`src/hdl/vira_defines.svh`:
```
// Constants for the vectored interrupt arbiter: slots, opcodes, timing.
// Assumes inclusion by bare name from design files only.
`ifndef VIRA_DEFINES_SVH
`define VIRA_DEFINES_SVH

// Vector slot low bytes
`define VIRA_SLOT_TRAP 8'hFE
`define VIRA_SLOT_EXT 8'hFA
`define VIRA_SLOT_T0 8'hF8
`define VIRA_SLOT_T1A 8'hF6
`define VIRA_SLOT_T1B 8'hF4
`define VIRA_SLOT_SER 8'hF2
`define VIRA_SLOT_T2A 8'hEA
`define VIRA_SLOT_T2B 8'hE8
`define VIRA_SLOT_WAKE 8'hE2
`define VIRA_SLOT_DEFAULT 8'hE0

// Opcode and acknowledge target
`define VIRA_TRAP_OPCODE 8'h00
`define VIRA_ACK_PC 15'h00FF
// Acknowledge sequence length in instruction cycles
`define VIRA_ACK_CYCLES 3'h7
// Reset values
`define VIRA_RST_BYTE 8'h00
`define VIRA_RST_PC 15'h0000

`endif

```
`src/hdl/vira_pkg.sv`:
```
// Types for the vectored interrupt arbiter.
// Assumes nothing beyond a SystemVerilog compiler.
package vira_pkg;
	// Sequencer states, Gray coded along the usual path
	typedef enum logic [2:0] {
		vira_idle = 3'h0,
		vira_ack = 3'h4,
		vira_vec_hi = 3'h1,
		vira_vec_lo = 3'h3,
		vira_ret = 3'h2
	} vira_state_t;
endpackage

```
`src/hdl/vira_edge_line.sv`:
```
// One port-L wake line: edge detect and pending latch.
// Assumes the pin is synchronous to mclk_in.
`timescale 1ns/100ps
`default_nettype none
module vira_edge_line (
	input wire logic mclk_in,
	input wire logic reset_n_in,
	input wire logic pin_in,
	input wire logic falling_in,
	input wire logic clear_in,
	input wire logic hold_in,
	output logic pending_out
);
	logic last_pin;
	logic pending;
	logic armed;
	wire rise = pin_in & ~last_pin;
	wire fall = ~pin_in & last_pin;
	// No edge in the first cycle after reset: the pin's idle level is unknown
	wire hit = armed & (falling_in ? fall : rise);

	// ==========================================================
	// Edge latch
	// ==========================================================
	// Set wins over clear; repeats while held are simply absorbed
	always_ff @(posedge mclk_in or negedge reset_n_in) begin
		if (!reset_n_in) begin
			last_pin <= 1'b0;
			pending <= 1'b0;
			armed <= 1'b0;
		end else begin
			last_pin <= pin_in;
			armed <= 1'b1;
			if (hit) begin
				pending <= 1'b1;
			end else if (clear_in && !hold_in) begin
				pending <= 1'b0;
			end
		end
	end
	assign pending_out = pending;
endmodule
`default_nettype wire

```
`src/hdl/vira_top.sv`:
```
// Vectored interrupt arbiter: ranking, trap flag, port-L edges, acknowledge.
// Assumes the instruction sequencer drives one-cycle op strobes on mclk_in
// and returns program-memory bytes on pmem_data_in in the same cycle as the request.
`timescale 1ns/100ps
`default_nettype none
`include "vira_defines.svh"
module vira_top
	import vira_pkg::*;
(
	input wire logic mclk_in,
	input wire logic reset_n_in,
	// Instruction sequencer strobes
	input wire logic ir_load_in,
	input wire logic [7:0] ir_opcode_in,
	input wire logic [14:0] ir_addr_in,
	input wire logic [14:0] next_addr_in,
	input wire logic outside_flash_in,
	input wire logic vector_select_op_in,
	input wire logic clear_trap_pending_op_in,
	input wire logic return_enable_op_in,
	input wire logic [14:0] pop_addr_in,
	input wire logic set_gie_in,
	input wire logic clear_gie_in,
	input wire logic boot_rom_in,
	input wire logic halted_in,
	// Program counter and memory
	input wire logic [14:0] pc_in,
	input wire logic [7:0] pmem_data_in,
	// Maskable sources: pending and individual enable
	input wire logic [6:0] src_pending_in,
	input wire logic [6:0] src_enable_in,
	// Port L
	input wire logic [7:0] port_l_in,
	input wire logic [7:0] wake_line_enable_in,
	input wire logic [7:0] wake_edge_select_in,
	input wire logic [7:0] wake_line_clear_in,
	input wire logic wake_irq_global_enable_in,
	// Outputs
	output logic global_irq_enable_out,
	output logic trap_pending_flag_out,
	output logic [7:0] wake_line_pending_out,
	output logic irq_request_out,
	output logic ack_busy_out,
	output logic pc_load_out,
	output logic [14:0] pc_value_out,
	output logic pmem_req_out,
	output logic [14:0] pmem_addr_out,
	output logic push_out,
	output logic [14:0] push_addr_out,
	output logic trap_fetch_out,
	output logic wake_out,
	output logic resume_next_out
);
	vira_state_t state;
	vira_state_t next_state;
	logic [2:0] ack_count;
	logic global_irq_enable;
	logic trap_pending;
	logic [14:0] vec_base;
	logic [6:0] vec_high;
	logic pc_load;
	logic [14:0] pc_value;
	logic pmem_req;
	logic [14:0] pmem_addr;
	logic push;
	logic [14:0] push_addr;
	logic [7:0] wake_pending;

	// ==========================================================
	// Port-L lines
	// ==========================================================
	genvar g;
	generate
		for (g = 0; g < 8; g = g + 1) begin : g_line
			vira_edge_line u_line (
				.mclk_in(mclk_in),
				.reset_n_in(reset_n_in),
				.pin_in(port_l_in[g]),
				.falling_in(wake_edge_select_in[g]),
				.clear_in(wake_line_clear_in[g]),
				.hold_in(1'b0),
				.pending_out(wake_pending[g])
			);
		end
	endgenerate

	// ==========================================================
	// Activity and ranking
	// ==========================================================
	// Active maskable sources need enable and pending
	wire [6:0] src_active = src_pending_in & src_enable_in;
	wire [7:0] wake_active = wake_pending & wake_line_enable_in;
	wire wake_src = (|wake_active) & wake_irq_global_enable_in;
	// Reserved slots have no input at all
	wire [7:0] slot =
		trap_pending ? `VIRA_SLOT_TRAP :
		src_active[0] ? `VIRA_SLOT_EXT :
		src_active[1] ? `VIRA_SLOT_T0 :
		src_active[2] ? `VIRA_SLOT_T1A :
		src_active[3] ? `VIRA_SLOT_T1B :
		src_active[4] ? `VIRA_SLOT_SER :
		src_active[5] ? `VIRA_SLOT_T2A :
		src_active[6] ? `VIRA_SLOT_T2B :
		wake_src ? `VIRA_SLOT_WAKE :
		`VIRA_SLOT_DEFAULT;
	wire any_maskable = (|src_active) | wake_src;
	// Maskable request: global enable, no trap, not in boot ROM
	wire mask_req = any_maskable & global_irq_enable & ~trap_pending & ~boot_rom_in;
	// Trap: opcode 00 loaded (also what blank flash returns)
	wire trap_hit = ir_load_in & (ir_opcode_in == `VIRA_TRAP_OPCODE);
	wire idle_now = (state == vira_idle);
	wire start_mask = idle_now & mask_req & ir_load_in & ~trap_hit;
	wire start_trap = idle_now & trap_hit & ~boot_rom_in;
	// Vector table block, next block when select sits at xxFF
	wire [6:0] blk = pc_in[14:8];
	wire [6:0] blk_next = blk + 7'h01;
	wire [6:0] vec_blk = (pc_in[7:0] == 8'hFF) ? blk_next : blk;

	// ==========================================================
	// Trap pending flag and global enable
	// ==========================================================
	// Trap set beats clear in the same cycle
	always_ff @(posedge mclk_in or negedge reset_n_in) begin
		if (!reset_n_in) begin
			trap_pending <= 1'b0;
		end else begin
			if (start_trap) begin
				trap_pending <= 1'b1;
			end else if (clear_trap_pending_op_in) begin
				trap_pending <= 1'b0;
			end
		end
	end

	// Global enable: cleared on maskable acknowledge, set on return
	always_ff @(posedge mclk_in or negedge reset_n_in) begin
		if (!reset_n_in) begin
			global_irq_enable <= 1'b0;
		end else if (start_mask) begin
			global_irq_enable <= 1'b0;
		end else if (return_enable_op_in || set_gie_in) begin
			global_irq_enable <= 1'b1;
		end else if (clear_gie_in) begin
			global_irq_enable <= 1'b0;
		end
	end

	// ==========================================================
	// Sequencer decode
	// ==========================================================
	// One start per idle cycle: acknowledge, then return, then vector select
	wire go_ack = start_trap | start_mask;
	wire go_ret = idle_now & ~go_ack & return_enable_op_in;
	wire go_vis = idle_now & ~go_ack & ~return_enable_op_in & vector_select_op_in;
	wire ack_done = (state == vira_ack) & (ack_count == 3'h1);
	wire in_vec_hi = (state == vira_vec_hi);
	wire in_vec_lo = (state == vira_vec_lo);
	// Vector entry address: table block plus ranked slot, sampled in the first cycle
	wire [14:0] vec_addr = {vec_blk, slot};
	// Trap returns to itself, maskable to the next instruction
	wire [14:0] ack_push_addr = start_trap ? ir_addr_in : next_addr_in;
	// Full vector: high byte came first, its top bit dropped
	wire [14:0] vec_target = {vec_high, pmem_data_in};

	// Next state
	always_comb begin
		next_state = state;
		unique case (state)
			vira_idle: begin
				if (go_ack) begin
					next_state = vira_ack;
				end else if (go_vis) begin
					next_state = vira_vec_hi;
				end
			end
			vira_ack: begin
				if (ack_done) begin
					next_state = vira_idle;
				end
			end
			vira_vec_hi: begin
				next_state = vira_vec_lo;
			end
			vira_vec_lo: begin
				next_state = vira_ret;
			end
			vira_ret: begin
				next_state = vira_idle;
			end
			default: begin
				next_state = vira_idle;
			end
		endcase
	end

	// ==========================================================
	// Acknowledge and vector sequencer
	// ==========================================================
	// State and acknowledge cycle counter
	always_ff @(posedge mclk_in or negedge reset_n_in) begin
		if (!reset_n_in) begin
			state <= vira_idle;
			ack_count <= 3'h0;
		end else begin
			state <= next_state;
			if (go_ack) begin
				ack_count <= `VIRA_ACK_CYCLES - 3'h1;
			end else if (state == vira_ack) begin
				ack_count <= ack_count - 3'h1;
			end
		end
	end

	// Program counter loads: slot, return, acknowledge target, vector
	always_ff @(posedge mclk_in or negedge reset_n_in) begin
		if (!reset_n_in) begin
			pc_load <= 1'b0;
			pc_value <= `VIRA_RST_PC;
		end else begin
			pc_load <= go_vis | go_ret | ack_done | in_vec_lo;
			if (go_vis) begin
				pc_value <= vec_addr;
			end else if (go_ret) begin
				pc_value <= pop_addr_in;
			end else if (ack_done) begin
				pc_value <= `VIRA_ACK_PC;
			end else if (in_vec_lo) begin
				pc_value <= vec_target;
			end
		end
	end

	// Vector fetch requests; high byte sits at the lower address
	always_ff @(posedge mclk_in or negedge reset_n_in) begin
		if (!reset_n_in) begin
			vec_base <= `VIRA_RST_PC;
			vec_high <= 7'h00;
			pmem_req <= 1'b0;
			pmem_addr <= `VIRA_RST_PC;
		end else begin
			pmem_req <= go_vis | in_vec_hi;
			if (go_vis) begin
				vec_base <= vec_addr;
				pmem_addr <= vec_addr;
			end else if (in_vec_hi) begin
				vec_high <= pmem_data_in[6:0];
				pmem_addr <= vec_base + 15'h0001;
			end
		end
	end

	// Return address push on acknowledge
	always_ff @(posedge mclk_in or negedge reset_n_in) begin
		if (!reset_n_in) begin
			push <= 1'b0;
			push_addr <= `VIRA_RST_PC;
		end else begin
			push <= go_ack;
			if (go_ack) begin
				push_addr <= ack_push_addr;
			end
		end
	end

	// ==========================================================
	// Outputs
	// ==========================================================
	// Wake always; request service only if interrupt path enabled
	assign wake_out = halted_in & (|wake_active);
	assign resume_next_out = wake_out & ~(wake_src & global_irq_enable);
	assign global_irq_enable_out = global_irq_enable;
	assign trap_pending_flag_out = trap_pending;
	assign wake_line_pending_out = wake_pending;
	// Boot code blocks the trap request as well
	assign irq_request_out = mask_req | (trap_hit & ~boot_rom_in);
	assign ack_busy_out = ~idle_now;
	assign pc_load_out = pc_load;
	assign pc_value_out = pc_value;
	assign pmem_req_out = pmem_req;
	assign pmem_addr_out = pmem_addr;
	assign push_out = push;
	assign push_addr_out = push_addr;
	assign trap_fetch_out = trap_hit & outside_flash_in;
endmodule
`default_nettype wire

```
`config.mk`:
```
export PLATFORM = sky130hd
export DESIGN_NAME = vira_top
export DESIGN_NICKNAME = d
export VERILOG_FILES = /design/src/hdl/vira_pkg.sv /design/src/hdl/vira_edge_line.sv /design/src/hdl/vira_top.sv
export VERILOG_INCLUDE_DIRS = /design/src /design/src/hdl
export SDC_FILE = /design/constraint.sdc
export NUM_CORES = 1
export LEC_CHECK = 0
export ABC_AREA = 1
export BUFFER_PORTS_ARGS = -buffer_cell sky130_fd_sc_hd__buf_2
export CAP_MARGIN = 20
export CORE_UTILIZATION = 48
export CTS_BUF_LIST = sky130_fd_sc_hd__clkbuf_16
export CTS_CLUSTER_DIAMETER = 80
export DETAILED_ROUTE_END_ITERATION = 7
export PLACE_DENSITY = 0.89
export SYNTH_ARGS = -nofsm -noshare
export SYNTH_HDL_FRONTEND = slang
export SYNTH_SLANG_ARGS = --single-unit
```
`constraint.sdc`:
```
create_clock -name mclk_in -period 2.1 [get_ports mclk_in]
set_input_delay 0.42 -clock mclk_in [delete_from_list [all_inputs] [get_ports mclk_in]]
set_output_delay 0.42 -clock mclk_in [all_outputs]
set_load 0.1 [all_outputs]
```
==> out/metrics.yaml, run 1 <==
outcome: "completed"
setup-tns-final_ns: 0
power.density_mw_per_mm2: 1800
relSlewSlack_pct: 65.9
drcViolationCount: 0
setup_ws_ns: 0.0501
yosysWarnings: 0
synthTopCellsByArea: "dfrtp_1 49%, nand2_1 14%, nor2_1 8.5%"
cp_common_cell: "nand2_1"
ctsHoldBuffers: 0
p_leak_nw: 3.28
port_buffers: 196
seq_area_frac_synth_pct: 49.2
synth_cell_types: 37
synth_top_area_share_pct: 49.2
path_clk_slew_ns: 0.06
cts_setup_buffers: 0
fin_crit_ns: 2.05
p_sw_mw: 6.24
crit_type: "flip-flop to primary output"
critPathArrivalTime_ns: 1.63
tritoncts.num_buffers: 9
syn_inst: 571
place_inst: 883
drive_above_1_share_pct: 34.2
grt_pass1_vias: 4078
num_rows: 35
diodes: 0
grt_pass1_wl_mm: 18.6
timing.critical_path.cells: "nand2_1, nand2_1, nor2_2, nand2_2, nand2_1, nand2_2, a22o_4, buf_12"
nets: 902
synthAdderAreaFrac_pct: 0.821
nFillCells: 794
stdcell_area_mm2: 0.00608
grt_setup_unrepaired: "yes"
fp.dieArea_mm2: 0.00992
synth-async-reset-ratio_pct: 100
finalCritPeriodShare_pct: 97.6
finish.utilization_pct: 65.8
syn_area_mm2: 0.00457
syn_avg_cell_area_um2: 8.01
gp_congestion: 0.818
multi_input_area_mm2: 0.00196
pwr-share-seq_pct: 25.7
antenna_found_initial: 0
yosysMostFrequentCell: "nand2_1"
cp_slowest_cell: "dfrtp_1"
die_h_um: 99.6
drt-total-wl_mm: 11.8
num_io_pins: 197
path_max_fanout: 3
synth-simple-area-share_pct: 30.8
cts_max_level: 3
grtUsageTotal_pct: 24.1
sw_frac_of_total_pct: 57.0
synthFlopType: "dfrtp_1"
postRouteAntennaNets: 0
fp.dieW_um: 99.6
setup_viol: 0
cap_violations: 0
grt_start_max_net_pins: 37
synth-edff-count: 0
via_per_inst: 4.97
hold_ws_ns: 0.0369
register_area_mm2: 0.00225
ys_seq_elements: 90
drt_iter0_drc: 87
hpwl_mm: 9.07
cts_sinks: 90
p_total_mw: 10.9
hold_path.class: "primary input to async pin"
p_clk_share_pct: 14.6
required_ns: 1.68
synth.area.mux_share_pct: 0.739
syn2layout_area_growth_pct: 33.1
syn_nets: 708
post_dp_cell_area_mm2: 0.00576
p_int_mw: 4.70
clock_skew_ns: 0.00896
pwr-share-comb_pct: 59.7
clk_path_buf_depth: 2
instances_no_fill: 899
slew_viol_final: 0
drt-wirelength-per-cell_um: 13.1
core_mm2: 0.00924
vdd_drop_max_v: 0.00106
fmax_mhz: 488
synthXorXnorAreaFrac_pct: 1.34
cp_slowest_stage_delay_ns: 0.39
place_ws_ns: 0.0241
hold_viol: 0
drt-pass1-iter-count: 4
synth_top_family_by_area: "simple AND/OR/NAND/NOR gates"
grt_overflow: 0
cts_tree: "done"
root_buffer: "clkbuf_16"
start_util_pct: 49.5
yosysTopAreaCell: "dfrtp_1"
crit_path_start_kind: "flip-flop"
synth-compound-area-share_pct: 8.43
insertion_delay_ns: 0.34
num_vias: 4464
worst_pin_slew_ns: 0.516
synth.top_cells.by_count: "171 x nand2_1, 103 x nor2_1, 90 x dfrtp_1"
endpoint_kind: "primary output"
worst max-delay path, delay by kind of cell, from the launching register on:
kind / cells / cell delay [ns]
flops: 1 / 0.39
simple gates: 6 / 0.51
buf+inv: 1 / 0.16
compound gates: 1 / 0.23
registers in the layout, summed over array words and instances (netlist names), 3 cells and up:
name and cells:
pc_value_out 15, push_addr_out 15, pmem_addr_out 13, vec_base 12
g_line.u_line.last_pin 8, g_line.u_line.pending_out 8, vec_high 7, ack_count 3
state 3
power groups by stage:
stage / logic (mW) / clock network [mW] / registers [mW]
6_report: 6.52 / 1.60 / 2.81
5_1_grt: 6.91 / 1.70 / 2.88
4_1_cts: 6.50 / 1.62 / 2.81
3_5_place_dp: 6.48 / 0 / 2.83
3_3_place_gp: 6.41 / 0 / 2.81
2_1_floorplan: 2.19 / 0 / 5.88
cell type report:
cell class / instances / share of cell area [%]
well taps: 129 / 2.65
clock inverters: 7 / 1.13
multi-input cells: 402 / 32.2
flip-flops and latches: 90 / 37.0
repair buffers: 215 / 20.3
inverters: 47 / 2.94
clock buffers: 9 / 3.70
kinds of logic after synthesis:
group                      after synthesis
AOI/OAI and AO/OA                       66
and+or+nand+nor                        322
DFF                                     90
xor gates and xnor gates                 7
muxes                                    3
other                                    1
buffers and inverters                   79
adders and majority gates                3
worst paths after layout:
| path | start | to | slack [ns] | cells past startpoint |
|---|---|---|---|---|
| setup / recovery | g_line[2].u_line.pending_out | irq_request_out | 0.05 | 8 |
| setup reg to reg | state[1] | pc_value_out[14] | 0.19 | 10 |
| max in group asynchronous | reset_n_in | vec_high[3] | 1.42 | 2 |
| hold / removal | reset_n_in | pmem_addr_out[11] | 0.04 | 1 |
| hold reg to reg | vec_base[7] | vec_base[7] | 0.46 | 2 |
| min in group mclk_in | port_l_in[0] | g_line[0].u_line.last_pin | 0.22 | 1 |
repair_timing:
action,in CTS,in global routing
pin swaps,1,1
endpoints found under the hold margin,0,0
endpoints found under the setup margin,1,5
resized for setup,2,9
per-layer routing:
layer | track usage (%) | part of all wire, %
met1 | 28.8 | 41
met2 | 42.8 | 51
met3 | 4.50 | 4.8
met4 | 10.1 | 2.9
met5 | 0 | 0
cells in the final DEF, fill, tap and decap left out, drive strengths merged:
cell	netlist	routed
buf	25	215
nand2	175	175
nor2	105	105
dfrtp	90	90
inv	46	47
a31oi	26	26
nand4	23	23
o21ai	16	16
a21oi	13	13
clkbuf	7	9
nand3	9	9
o22ai	8	8
nor3	8	8
xor2	5	5
clkinv	1	4
mux2	3	3
ha	3	3
xnor2	2	2
clkinvlp	0	2
or2	1	1
nor3b	1	1
a22o	1	1
o31ai	1	1
o211ai	1	1
bufinv	0	1
conb	1	1
Note: power is estimated with default switching activity, not from simulation.
==> run 2: changes to the inputs <==
Settings changed: CELL_PAD_IN_SITES_DETAIL_PLACEMENT from default to 2, CELL_PAD_IN_SITES_GLOBAL_PLACEMENT from default to 2, CORE_UTILIZATION 48 to 26, PLACE_DENSITY 0.89 to 0.88.
==> run 2 against run 1 <==
Combinational power grew 9.2%. Routed wire length rose by 47%. Clock-buffer cell count did not move. Utilization decreased by 29 points. Total power up 4.9%. Sequential power is essentially flat. Critical path type unchanged. Largest power group unchanged.
==> out/metrics.yaml, run 2 (synthesis results as in run 1) <==
outcome: "completed"  # unchanged
cp_common_cell: "nand2_2"  # was nand2_1
relSlewSlack_pct: 61.5  # was 65.9%
crit_path_start_kind: "flip-flop"  # unchanged
clock_skew_ns: 0.00854  # was 0.00896 ns
num_io_pins: 197  # unchanged
die_h_um: 135  # was 99.6 um
fin_crit_ns: 2.03  # was 2.05 ns
root_buffer: "clkbuf_16"  # unchanged
drt-pass1-iter-count: 4  # unchanged
hold_ws_ns: 0.0575  # was 0.0369 ns
met3WireLength_um: 604  # was 571 um
num_rows: 48  # was 35
hpwl_mm: 12.9  # was 9.07 mm
stdcell_area_mm2: 0.00641  # was 0.00608 mm2
postRouteAntennaNets: 0  # unchanged
nets: 913  # was 902
power.density_mw_per_mm2: 1790  # was 1800 mW/mm2
core_mm2: 0.0172  # was 0.00924 mm2
grt_pass1_vias: 5143  # was 4078
cp_slowest_stage_delay_ns: 0.41  # was 0.39 ns
grt_pass1_wl_mm: 26.5  # was 18.6 mm
drt-wirelength-per-cell_um: 17.2  # was 13.1 um
tritoncts.num_buffers: 9  # unchanged
endpoint_kind: "primary output"  # unchanged
ctsHoldBuffers: 0  # unchanged
p_clk_share_pct: 13.2  # was 14.6%
path_clk_slew_ns: 0.07  # was 0.06 ns
pwr-share-comb_pct: 62.1  # was 59.7%
p_int_mw: 4.84  # was 4.70 mW
finalCritPeriodShare_pct: 96.7  # was 97.6%
cp_slowest_cell: "dfrtp_1"  # unchanged
top_layer: "met4"  # unchanged
drcViolationCount: 0  # unchanged
cts_sinks: 90  # unchanged
gp_congestion: 0.807  # was 0.818
grt_start_max_net_pins: 41  # was 37
start_util_pct: 26.5  # was 49.5%
layout_commonest_cell: "buf_2"  # unchanged
sw_frac_of_total_pct: 57.8  # was 57.0%
cap_violations: 0  # unchanged
p_total_mw: 11.5  # was 10.9 mW
drt_iter0_drc: 139  # was 87
wl_met1_mm: 7.10  # was 4.86 mm
timing.critical_path.cells: "nand2_1, nand2_1, nor2_2, nand2_2, nand2_2, nand2_2, a22o_4, buf_12"  # was nand2_1, nand2_1, nor2_2, nand2_2, nand2_1, nand2_2, a22o_4, buf_12
drt-total-wl_mm: 17.3  # was 11.8 mm
hold_path.class: "primary input to async pin"  # unchanged
syn2layout_area_growth_pct: 40.1  # was 33.1%
grt_overflow: 0  # unchanged
vdd_drop_max_v: 0.000897  # was 0.00106 V
slew_viol_final: 0  # unchanged
instances_no_fill: 1007  # was 899
most-common-layout-cells: "190 x buf_2, 158 x nand2_1, 98 x nor2_1"  # was 191 x buf_2, 169 x nand2_1, 101 x nor2_1
via_per_inst: 4.68  # was 4.97
setup_viol: 0  # unchanged
grt_setup_unrepaired: "yes"  # unchanged
grtUsageTotal_pct: 19.1  # was 24.1%
fmax_mhz: 492  # was 488 MHz
post_dp_cell_area_mm2: 0.00592  # was 0.00576 mm2
critPathArrivalTime_ns: 1.61  # was 1.63 ns
num_vias: 4708  # was 4464
drive_above_1_share_pct: 36.9  # was 34.2%
port_buffers: 196  # unchanged
antenna_found_initial: 2  # was 0
met2_length_mm: 9.26  # was 5.99 mm
path_max_fanout: 3  # unchanged
insertion_delay_ns: 0.35  # was 0.34 ns
clk_path_buf_depth: 2  # unchanged
fp.dieW_um: 135  # was 99.6 um
p_leak_nw: 3.35  # was 3.28 nW
hold_viol: 0  # unchanged
required_ns: 1.68  # about the same
worst_pin_slew_ns: 0.578  # was 0.516 ns
place_inst: 983  # was 883
crit_type: "flip-flop to primary output"  # unchanged
fp.dieArea_mm2: 0.0181  # was 0.00992 mm2
cts_max_level: 3  # unchanged
pwr-share-seq_pct: 24.7  # was 25.7%
cts_tree: "done"  # unchanged
p_sw_mw: 6.63  # was 6.24 mW
==> run 2: cell types whose count changed in the layout (fill, tap and decap cells not counted), sizes merged <==
cell | before | now
bufinv | 1 | 0
buf | 215 | 223
clkbuf | 9 | 12
clkinvlp | 2 | 1
diode | 0 | 2
clkinv | 4 | 5
==> run 2: critical path: cells and delay by family (launching register included) <==
family | cells | cell delay (ns)
AOI/OAI and AO/OA | 1 | 0.23
buffers and inverters | 1 | 0.16
DFF | 1 | 0.41
and+or+nand+nor | 6 | 0.45
==> run 2: power by group through the flow <==
stage	combinational [mW]	sequential (mW)	clock (mW)
after global placement	6.56	2.82	0
after global routing	7.56	2.91	1.62
after CTS	6.79	2.83	1.56
final	7.12	2.84	1.51
after detailed placement	6.72	2.84	0
after floorplan	2.19	5.88	0
==> run 2: path summary, 6_finish.rpt <==
kind	startpoint	endpoint	slack, ns	depth (start not counted)
max	g_line[0].u_line.pending_out	irq_request_out	0.07	8
max in group asynchronous	reset_n_in	pc_load_out	1.36	2
min in group mclk_in	port_l_in[4]	g_line[4].u_line.last_pin	0.20	1
max reg2reg	g_line[0].u_line.pending_out	pc_value_out[4]	0.13	15
min reg2reg	vec_base[7]	vec_base[7]	0.47	2
min	reset_n_in	push_addr_out[10]	0.06	1
==> run 2: timing repair <==
action	4_1_cts	5_1_grt
gates resized for setup	9	24
pin swaps	4	9
buffers inserted	2	3
setup endpoints to repair	2	23
cloned	0	3
==> run 2: area by class of cell <==
type	count	area [um2]
fill	2040	10800
sequential	90	2260
multi-input combinational	402	2010
timing repair buffer	226	1410
tap	225	282
clock buffer	9	225
inverter	47	185
clock inverter	6	33.8
antenna	2	5.00
==> run 2: layer usage <==
layer,up-vias,track usage (%)
li1,2242,-
met3,20,2.97
met1,2342,22.5
met4,0,7.93
met2,104,34.5
met5,-,0
==> run 2: metrics by stage <==
| stage | util (%) | worst slack (ns) | TNS [ns] |
|---|---|---|---|
| finish | 37.2 | 0.0691 | 0 |
| global route | 37.2 | -0.0419 | -0.131 |
| global placement | 34.4 | 0.0923 | 0 |
| floorplan | - | 0.0120 | 0 |
| detailed placement | 34.4 | -0.0152 | -0.0152 |
| CTS | 36.1 | -0.000974 | -0.000974 |
